<file path="config.mk">
export PLATFORM = sky130hd
export DESIGN_NAME = audio_amp_system_control_regs
export DESIGN_NICKNAME = d
export VERILOG_FILES = /design/src/logic/amp_sysctl_pkg.sv /design/src/logic/audio_amp_system_control_regs.sv
export SDC_FILE = /design/constraint.sdc
export NUM_CORES = 1
export LEC_CHECK = 0
export ABC_AREA = 1
export CAP_MARGIN = 0
export CELL_PAD_IN_SITES_DETAIL_PLACEMENT = 0
export CELL_PAD_IN_SITES_GLOBAL_PLACEMENT = 1
export CORE_MARGIN = 4
export CORE_UTILIZATION = 30
export CTS_BUF_LIST = sky130_fd_sc_hd__clkbuf_8
export DETAILED_ROUTE_END_ITERATION = 6
export DONT_BUFFER_PORTS = 1
export PLACE_DENSITY_LB_ADDON = 0.1
export SETUP_SLACK_MARGIN = 0.15
export SLEW_MARGIN = 0
export SYNTH_ARGS = -nofsm -noshare
export SYNTH_HDL_FRONTEND = slang
export SYNTH_SLANG_ARGS = --single-unit
</file>
<file path="constraint.sdc">
create_clock -name clk -period 3.4 [get_ports clk]
set_input_delay 0.34 -clock clk [delete_from_list [all_inputs] [get_ports clk]]
set_output_delay 0.34 -clock clk [all_outputs]
set_load 0.05 [all_outputs]
</file>
<file path="src/logic/amp_sysctl_pkg.sv">
// amp_sysctl_pkg: offsets, reset values, field positions and codes for the amplifier
// system-control register bank.
// assumes: 8-bit registers, one per subaddress, on the serial control interface.

package amp_sysctl_pkg;

	// ********************************
	// register subaddresses
	// ********************************
	localparam logic [7:0] SYSTEM_CONTROL_ONE_OFS    = 8'h03;
	localparam logic [7:0] SERIAL_FORMAT_SELECT_OFS  = 8'h04;
	localparam logic [7:0] SYSTEM_CONTROL_TWO_OFS    = 8'h05;
	localparam logic [7:0] CHANNEL_QUIET_CONTROL_OFS = 8'h06;

	// ********************************
	// values after reset
	// ********************************
	localparam logic [7:0] SYSTEM_CONTROL_ONE_RST    = 8'hA0;
	localparam logic [7:0] SERIAL_FORMAT_SELECT_RST  = 8'h05;
	localparam logic [7:0] SYSTEM_CONTROL_TWO_RST    = 8'h40;
	localparam logic [7:0] CHANNEL_QUIET_CONTROL_RST = 8'h00;

	// ********************************
	// field positions
	// ********************************
	localparam int DC_BLOCK_BIT    = 7;
	localparam int HARD_UNMUTE_BIT = 5;
	localparam int DEEMPH_LSB      = 0;
	localparam int FORMAT_LSB      = 0;
	localparam int MID_RAMP_BIT    = 7;
	localparam int SHUTDOWN_BIT    = 6;
	localparam int FAULT_OUT_BIT   = 1;
	localparam int QUIET_LSB       = 0;

	// highest legal serial format code; codes above are reserved
	localparam logic [3:0] FORMAT_LAST = 4'h8;

	// de-emphasis codes
	typedef enum logic [1:0] {
		DEEMPH_NONE = 2'h0,
		DEEMPH_32K  = 2'h1,
		DEEMPH_44K1 = 2'h2,
		DEEMPH_48K  = 2'h3
	} deemph_e;

	// ramp gain scale: full gain is reached after the selected number of steps
	localparam int         GAIN_W    = 13;
	localparam logic [12:0] GAIN_FULL = 13'h1000;
	localparam logic [12:0] GAIN_ZERO = 13'h0000;

	// volume slew codes: 512, 1024, 2048, 256 steps
	localparam logic [2:0] SLEW_512  = 3'h0;
	localparam logic [2:0] SLEW_1024 = 3'h1;
	localparam logic [2:0] SLEW_2048 = 3'h2;
	localparam logic [2:0] SLEW_256  = 3'h3;

endpackage

</file>
<file path="src/logic/audio_amp_system_control_regs.sv">
// audio_amp_system_control_regs: system-control register bank of the audio amplifier
// and the small control logic it steers (clock-error unmute ramp, mid-level ramp, fault pin).
// assumes: the serial control interface has already decoded subaddress and byte;
// sample tick, clock error and fault detect come from logic on clk.
//
// Contract
// - dc-block bit cleared bypasses the dc-blocking filter on every channel
// - dc-block bit set (reset) enables the dc-blocking high-pass filter per channel
// - unmute bit cleared: soft unmute after clock error, lasting the volume ramp time
// - unmute bit set (reset): full volume in one step after clock error
// - bits 1:0 choose de-emphasis: none, 32 kHz, 44.1 kHz, 48 kHz
// - serial format resets to 24-bit I2S
// - format code bits 3:0, upper bits zero; codes 9-15 reserved, never written
// - shutdown bit low plays audio; high (reset) shuts all outputs down
// - fault-pin bit clear makes the pin an input; set drives it as fault output
// - quiet bits 0..2 force channels 1..3 to half duty cycle; zero unmutes
// - soft unmute ramp follows volume slew steps, paced by the sample rate

`timescale 1ns/1ps
`default_nettype none

module audio_amp_system_control_regs
	import amp_sysctl_pkg::*;
(
	input  wire logic                clk,
	input  wire logic                sys_rst,
	input  wire logic                regWrite,
	input  wire logic                regRead,
	input  wire logic [7:0]          regAddr,
	input  wire logic [7:0]          regWdata,
	output logic      [7:0]          regRdata,
	input  wire logic                sampleTick,
	input  wire logic                clockError,
	input  wire logic [2:0]          volSlew,
	input  wire logic                faultDetect,
	input  wire logic                faultPinIn,
	output logic                     faultPinOut,
	output logic                     faultPinOe,
	output logic                     addrSelect,
	output logic                     dcBlockEn,
	output amp_sysctl_pkg::deemph_e  deemphSel,
	output logic      [3:0]          formatCode,
	output logic                     shutdown,
	output logic      [2:0]          channelQuiet,
	output logic      [12:0]         recoveryGain,
	output logic                     midRampActive
);
	import amp_sysctl_pkg::*;

	// ********************************
	// helpers
	// ********************************
	// gain increment per sample step so that full gain takes the slew's step count
	function automatic logic [12:0] slewInc(input logic [2:0] code);
		logic [12:0] inc;
		inc = 13'h0008;
		unique case (code)
			SLEW_1024: inc = 13'h0004;
			SLEW_2048: inc = 13'h0002;
			SLEW_256:  inc = 13'h0010;
			default:   inc = 13'h0008;
		endcase
		return inc;
	endfunction

	function automatic logic [12:0] stepUp(input logic [12:0] g, input logic [12:0] inc);
		logic [13:0] sum;
		sum = {1'b0, g} + {1'b0, inc};
		return (sum >= {1'b0, GAIN_FULL}) ? GAIN_FULL : sum[12:0];
	endfunction

	// ********************************
	// register file
	// ********************************
	logic [7:0] sysOne_r, sysOne_nxt;
	logic [7:0] format_r, format_nxt;
	logic [7:0] sysTwo_r, sysTwo_nxt;
	logic [7:0] quiet_r, quiet_nxt;
	logic [7:0] rdata_r, rdata_nxt;

	always_comb begin
		sysOne_nxt = sysOne_r;
		format_nxt = format_r;
		sysTwo_nxt = sysTwo_r;
		quiet_nxt  = quiet_r;
		rdata_nxt  = rdata_r;
		if (regWrite) begin
			unique case (regAddr)
				// only defined bits are stored; reserved bits read as zero
				SYSTEM_CONTROL_ONE_OFS: sysOne_nxt = regWdata & 8'hA3;
				SERIAL_FORMAT_SELECT_OFS: begin
					// a reserved code is dropped so the input format never goes undefined
					if (regWdata[3:0] <= FORMAT_LAST) begin
						format_nxt = {4'h0, regWdata[3:0]};
					end
				end
				SYSTEM_CONTROL_TWO_OFS: sysTwo_nxt = regWdata & 8'hC2;
				CHANNEL_QUIET_CONTROL_OFS: quiet_nxt = regWdata & 8'h07;
				default: ;
			endcase
		end
		if (regRead) begin
			unique case (regAddr)
				SYSTEM_CONTROL_ONE_OFS:    rdata_nxt = sysOne_r;
				SERIAL_FORMAT_SELECT_OFS:  rdata_nxt = format_r;
				SYSTEM_CONTROL_TWO_OFS:    rdata_nxt = sysTwo_r;
				CHANNEL_QUIET_CONTROL_OFS: rdata_nxt = quiet_r;
				default:                   rdata_nxt = 8'h00;
			endcase
		end
	end

	always_ff @(posedge clk) begin
		if (sys_rst) begin
			sysOne_r <= SYSTEM_CONTROL_ONE_RST;
			format_r <= SERIAL_FORMAT_SELECT_RST;
			sysTwo_r <= SYSTEM_CONTROL_TWO_RST;
			quiet_r  <= CHANNEL_QUIET_CONTROL_RST;
			rdata_r  <= 8'h00;
		end else begin
			sysOne_r <= sysOne_nxt;
			format_r <= format_nxt;
			sysTwo_r <= sysTwo_nxt;
			quiet_r  <= quiet_nxt;
			rdata_r  <= rdata_nxt;
		end
	end

	assign regRdata     = rdata_r;
	assign dcBlockEn    = sysOne_r[DC_BLOCK_BIT];
	assign deemphSel    = deemph_e'(sysOne_r[DEEMPH_LSB +: 2]);
	assign formatCode   = format_r[FORMAT_LSB +: 4];
	assign shutdown     = sysTwo_r[SHUTDOWN_BIT];
	assign channelQuiet = quiet_r[QUIET_LSB +: 3];

	// ********************************
	// clock-error recovery and mid-level ramp
	// ********************************
	logic [12:0] gain_r, gain_nxt;
	logic [12:0] mid_r, mid_nxt;
	logic        errSeen_r, errSeen_nxt;
	logic        shutPrev_r, shutPrev_nxt;
	logic        midAct_r, midAct_nxt;

	always_comb begin
		gain_nxt     = gain_r;
		mid_nxt      = mid_r;
		errSeen_nxt  = clockError;
		shutPrev_nxt = sysTwo_r[SHUTDOWN_BIT];
		midAct_nxt   = midAct_r;
		if (clockError) begin
			gain_nxt = GAIN_ZERO;
		end else if (errSeen_r && sysOne_r[HARD_UNMUTE_BIT]) begin
			gain_nxt = GAIN_FULL;
		end else if (sampleTick) begin
			// soft ramp: one step per sample, stays at full once reached
			gain_nxt = stepUp(gain_r, slewInc(volSlew));
		end
		if (sysTwo_r[SHUTDOWN_BIT] != shutPrev_r && sysTwo_r[MID_RAMP_BIT]) begin
			midAct_nxt = 1'b1;
			mid_nxt    = GAIN_ZERO;
		end else if (midAct_r && sampleTick) begin
			mid_nxt = stepUp(mid_r, slewInc(volSlew));
			if (mid_nxt == GAIN_FULL) begin
				midAct_nxt = 1'b0;
			end
		end
	end

	always_ff @(posedge clk) begin
		if (sys_rst) begin
			gain_r     <= GAIN_FULL;
			mid_r      <= GAIN_ZERO;
			errSeen_r  <= 1'b0;
			shutPrev_r <= 1'b1;
			midAct_r   <= 1'b0;
		end else begin
			gain_r     <= gain_nxt;
			mid_r      <= mid_nxt;
			errSeen_r  <= errSeen_nxt;
			shutPrev_r <= shutPrev_nxt;
			midAct_r   <= midAct_nxt;
		end
	end

	assign recoveryGain  = gain_r;
	assign midRampActive = midAct_r;

	// ********************************
	// address-select / fault pin
	// ********************************
	logic selMeta_r, selSync_r, selSync_nxt;
	logic pinOut_r, pinOut_nxt;
	logic pinOe_r, pinOe_nxt;

	always_comb begin
		selSync_nxt = selMeta_r;
		pinOe_nxt   = sysTwo_r[FAULT_OUT_BIT];
		// fault output is active low, released high while no fault
		pinOut_nxt  = ~faultDetect;
	end

	always_ff @(posedge clk) begin
		if (sys_rst) begin
			selMeta_r <= 1'b0;
			selSync_r <= 1'b0;
			pinOut_r  <= 1'b1;
			pinOe_r   <= 1'b0;
		end else begin
			selMeta_r <= faultPinIn;
			selSync_r <= selSync_nxt;
			pinOut_r  <= pinOut_nxt;
			pinOe_r   <= pinOe_nxt;
		end
	end

	assign addrSelect  = selSync_r;
	assign faultPinOut = pinOut_r;
	assign faultPinOe  = pinOe_r;

endmodule

`default_nettype wire

</file>
# ---- Word level (Yosys, flattened, before mapping)
# Cells that the tools add are included.
dict set report word_totals {
  ff_bits 55
  inputBits 27
  out_inout_bits 36
  wordCells 58
}
dict set report op_classes {
  add_sub_neg 2
  magnitude_cmp 3
  eq_ne 9
  muxes 15
  n_bitwise 1
  n_reduce_logical 13
}
# operator count
set op_table {}
lappend op_table {{2-to-1 mux 13 bit} 10}
lappend op_table {{case mux 8 bit (4 select lines)} 1}
lappend op_table {{adder 13 x 13 -> 14 bit} 2}
lappend op_table {{greater-or-equal comparator 14 x 13 -> 1 bit (second input constant)} 2}
lappend op_table {{equality test 8 x 3 -> 1 bit (second input constant)} 3}
lappend op_table {{case mux 5 bit (3 select lines)} 1}
lappend op_table {{equality test 13 bit (second input constant)} 1}
lappend op_table {{equality test 8 x 2 -> 1 bit (second input constant)} 1}
lappend op_table {{AND reduction 2 bit} 4}
lappend op_table {{equality test 3 x 2 -> 1 bit (second input constant)} 2}
lappend op_table {{less-or-equal comparator 4 bit (second input constant)} 1}
lappend op_table {{nonzero test 2 bit} 2}
lappend op_table {{equality test 3 x 1 -> 1 bit (second input constant)} 1}
lappend op_table {{logical AND 1 bit} 3}
lappend op_table {{2-to-1 mux 1 bit} 3}
lappend op_table {{AND reduction 3 bit} 1}
lappend op_table {{nonzero test 3 bit} 1}
lappend op_table {{OR reduction 3 bit} 1}
lappend op_table {{OR reduction 2 bit} 1}
lappend op_table {{!= test 1 bit} 1}
lappend op_table {{NOT 1 bit} 1}

# ---- Longest topological paths before layout
dict set report depth {
  ltp_word 11
  depth_mapped 15
  depth_no_buf 15
}

# ---- Least setup slack after synthesis
# No wires, ideal clock.
dict set report synth_timing {
  path_kind {input to register}
  startpoint {input volSlew[2]}
  endpoint {register mid_r[7]}
  setup_time_ns 0.116
  t_arrival_ns 1.941
  t_required_ns 3.284
  path_slack_ns 1.343
  cell_stages 11
  path_cell_list {nor3_1 -> inv_1 -> fa_1 -> inv_1 -> nand3_1 -> nand2_1 -> a21oi_1 -> nand2_1 -> nand3_2 -> nand2_2 -> nor2_1}
}
dict set report synth_via {
  elab_chain_cells 7
  elab_cells_between_ends 9
  cone_classes {add/sub: 1; order compare: 1; eq/ne: 3; mux: 4}
}
# item line
set synth_rtl {}
lappend synth_rtl {{start, declared} audio_amp_system_control_regs.sv:34} ;# input wire logic [2:0] volSlew,
lappend synth_rtl {{equality test 3 x 2 -> 1 bit / equality test 3 x 1 -> 1 bit (equally long branches)} audio_amp_system_control_regs.sv:57} ;# unique case (code)
lappend synth_rtl {{case mux 5 bit (3 select lines) *} audio_amp_system_control_regs.sv:57}
lappend synth_rtl {{2-to-1 mux 13 bit *} audio_amp_system_control_regs.sv:162} ;# end else if (midAct_r && sampleTick) begin
lappend synth_rtl {{2-to-1 mux 13 bit *} audio_amp_system_control_regs.sv:159} ;# if (sysTwo_r[SHUTDOWN_BIT] != shutPrev_r && sysTwo_r[MID_RAMP_BIT]) begin
lappend synth_rtl {{adder 13 x 13 -> 14 bit *} audio_amp_system_control_regs.sv:68} ;# sum = {1'b0, g} + {1'b0, inc};
lappend synth_rtl {{greater-or-equal comparator 14 x 13 -> 1 bit} audio_amp_system_control_regs.sv:69} ;# return (sum >= {1'b0, GAIN_FULL}) ? GAIN_FULL : sum[12:0];
lappend synth_rtl {{2-to-1 mux 13 bit *} audio_amp_system_control_regs.sv:69}
lappend synth_rtl {{end signal, assigned} audio_amp_system_control_regs.sv:179} ;# mid_r <= mid_nxt;
lappend synth_rtl {{end, declared} audio_amp_system_control_regs.sv:140} ;# logic [12:0] mid_r, mid_nxt;
# Every way passes the cells marked *; elsewhere a longest branch is shown, timed or not. The select of a mux whose other input is x is not followed.
# A chain may end at the register's enable or synchronous reset.

==> qor.csv <==
metric,value,unit
WL per Instance,13.5,um
Die Area,0.0104,mm2
clk slew on worst S/H paths,0.11,ns
Synth Area per Inst,7.16,um2
vias,2173,
#FFs+latches synth,53,
H-tree Lvls,2,
Final ANT Viol Nets,0,
Synth Instances,370,
die span in y,102,um
TritonCTS clock tree,done,
Initial Util,30.7,%
clock root buffer,clkbuf_8,
utilization after layout,32.8,%
Slew Limit Fails,0,
CP endpoint kind,flip-flop,
Worst Max-Slew Pin Slew,0.665,ns
final hold vios,0,
max_slew headroom,55.6,%
Critical R2R Launch,recoveryGain[1],
diode count,0,
setup bufs post-CTS,0,
worst reg2reg endpoint,recoveryGain[10],
antenna violations before repair,0,
fin nets,405,
reg2reg setup slack,1.25,ns
cells on worst reg2reg path,11,
io pins,63,
TNS Setup,0,ns
Min-Delay Startpoint,sys_rst,
Placement Rows,34,
Crit Path Class,flip-flop to flip-flop,
first-pass GRT wire length,10.5,mm
Clock Skew,0.00934,ns
unrepaired setup endpoints after global routing,false,
dpl hpwl,4.96,mm
clock sink total,53,
CORE AREA,0.00864,mm2
Cell Pwr Density,407,mW/mm2
area added between synthesis and finish,6.99,%
sequential element share of the synthesized area,40.1,%
"Req. time, crit path",3.66,ns
Hold Crit Depth,1,
final worst-path cycle share,63.3,%
vias in the first global route,2059,
Leak,1.21,nW
Max Fanout on Critical Path,9,
Initial DRT Pass Iterations,4,
global placement routability congestion,0.730,
min Tclk post-route,2.15,ns
post-synthesis net count,407,
share of cells above drive strength 1,6.52,%
Worst Hold Path EP,addrSelect,
DRT Wirelength,6.42,mm
worst min-delay path category,primary input to flip-flop,
startpoint types,flip-flop,
run status,"finished, final reports clean",
Max VDD drop,152,uV
PostCTS Resize Cnt,0,
clk_lat worst skew,0.31,ns
Synth warnings,0,
TritonCTS Buffers,5,
GRT Total Usage,12.8,%
drc violations,0,
Initial DRC Count,65,
Vias/cell,4.57,
PortBufs,0,
count of final setup violators,0,
Max-cap violations,0,
CTS Hold Bufs,0,
maximum clock path buffer count,2,
Mapped Area,0.00265,mm2
Overflow after GRT,0,
Horiz. Die Dim,102,um
Fmax achieved,465,MHz
largest net degree at the start of global routing,20,
number of fillers in the final layout,986,
CP Data Arrival Time,2.41,ns
"Distinct cells, synth",32,
flip-flops by register name, summed over array words and instances, names as in the netlist, 3 cells and up:
name and cells:
format_r 4, mid_r 12, quiet_r 3, recoveryGain 13, regRdata 7, sysOne_r 4, sysTwo_r 3
worst max path at each step:
stage | from | cells past startpoint | to | slack [ns]
2_1_floorplan | volSlew[2] | 11 | mid_r[7] | 1.34
3_5_place_dp | volSlew[2] | 11 | mid_r[8] | 0.99
3_3_place_gp | volSlew[2] | 11 | mid_r[8] | 0.99
5_1_grt | volSlew[0] | 12 | mid_r[7] | 1.06
6_report | recoveryGain[1] | 11 | recoveryGain[10] | 1.25
4_1_cts | recoveryGain[1] | 11 | recoveryGain[10] | 1.22
placed cells by master, fill, tap and decap left out, types with 2 or more instances in the layout:
master / n
o211ai_1: 2
inv_1: 46
nand4_1: 8
or2_2: 3
nand2_2: 7
nand3_1: 27
nand3b_1: 2
nor2_2: 3
nor2_1: 44
xor2_1: 13
nand2_1: 80
clkbuf_8: 5
nor3_1: 4
fa_1: 2
ha_1: 8
a21boi_0: 2
a21oi_1: 25
o21ai_0: 22
dfxtp_1: 53
area by class of cell:
type,count,area [um2],share of cell area [%]
clock buffers,5,68.8,2.43
flip-flops and latches,53,1060,37.5
well taps,108,135,4.77
clock inverters,2,38.8,1.37
inverters,48,180,6.36
multi-input cells,260,1350,47.6
per-layer routing:
metal  share of wire, %  GRT usage (%)  vias to the layer above
li1                   -              -                     1172
met1                 47           16.7                      951
met2                 44           20.4                       43
met3                7.0           4.10                        7
met4                1.2           3.63                        0
met5                  0              0                        -
where the power goes:
part | leakage (nW) | internal [mW] | switching [mW]
sequential | 0.429 | 0.627 | 0.0222
clock | 0.0546 | 0.219 | 0.230
combinational | 0.731 | 0.0166 | 0.0373
synthesized netlist by cell type:
cell	number	share of area [%]
nand2_1	80	11
dfxtp_1	53	40
inv_1	46	6.5
nor2_1	44	6.2
nand3_1	27	5.1
a21oi_1	25	4.7
o21ai_0	22	4.2
xor2_1	13	4.3
ha_1	8	3.8
nand4_1	8	1.9
nand2_2	7	1.7
buf_4	4	1.1
nor3_1	4	0.76
clkbuf_1	3	0.43
nor2_2	3	0.71
or2_2	3	0.71
a21boi_0	2	0.57
fa_1	2	1.5
nand3b_1	2	0.57
o211ai_1	2	0.57
a21oi_2	1	0.33
a31oi_1	1	0.24
and2_1	1	0.24
buf_2	1	0.19
buf_6	1	0.43
clkinv_1	1	0.14
conb_1	1	0.14
inv_2	1	0.14
mux2i_1	1	0.38
nand2_4	1	0.43
nand3_2	1	0.38
o22ai_1	1	0.24
metrics by stage:
step	worst slack [ns]	std cells	power, mW	hold slack, ns	instance area [um2]
2_1_floorplan	1.34	370	0.711	0.388	2650
3_3_place_gp	0.991	469	0.719	0.390	2730
3_5_place_dp	0.994	469	0.719	0.399	2730
4_1_cts	1.22	476	1.17	0.0664	2830
5_1_grt	1.06	476	1.21	0.0507	2830
6_report	1.25	476	1.15	0.0771	2830
cells by family (layout without fill, tap and decap cells):
family	Yosys count	in the layout	synth area share, %
and+or+nand+nor	181	181	30.0
muxes	1	1	0.378
buffers and inverters	57	55	8.98
AOI/OAI and AO/OA	54	54	10.8
other	1	1	0.142
xor gates and xnor gates	13	13	4.30
DFF	53	53	40.1
adders and majority gates	10	10	5.29
worst max-delay path, stage by stage (launching register included):
cell and delay [ns]:
dfxtp_1 0.51, ha_1 0.33, fa_1 0.41, nand3_1 0.10, nand3_1 0.10, nand2_1 0.10, nand2_1 0.06, nand2_2 0.14
nand2_2 0.06, nand2_2 0.09, nand2_4 0.09, nor2_1 0.11
Note: power is estimated with default switching activity, not from simulation.
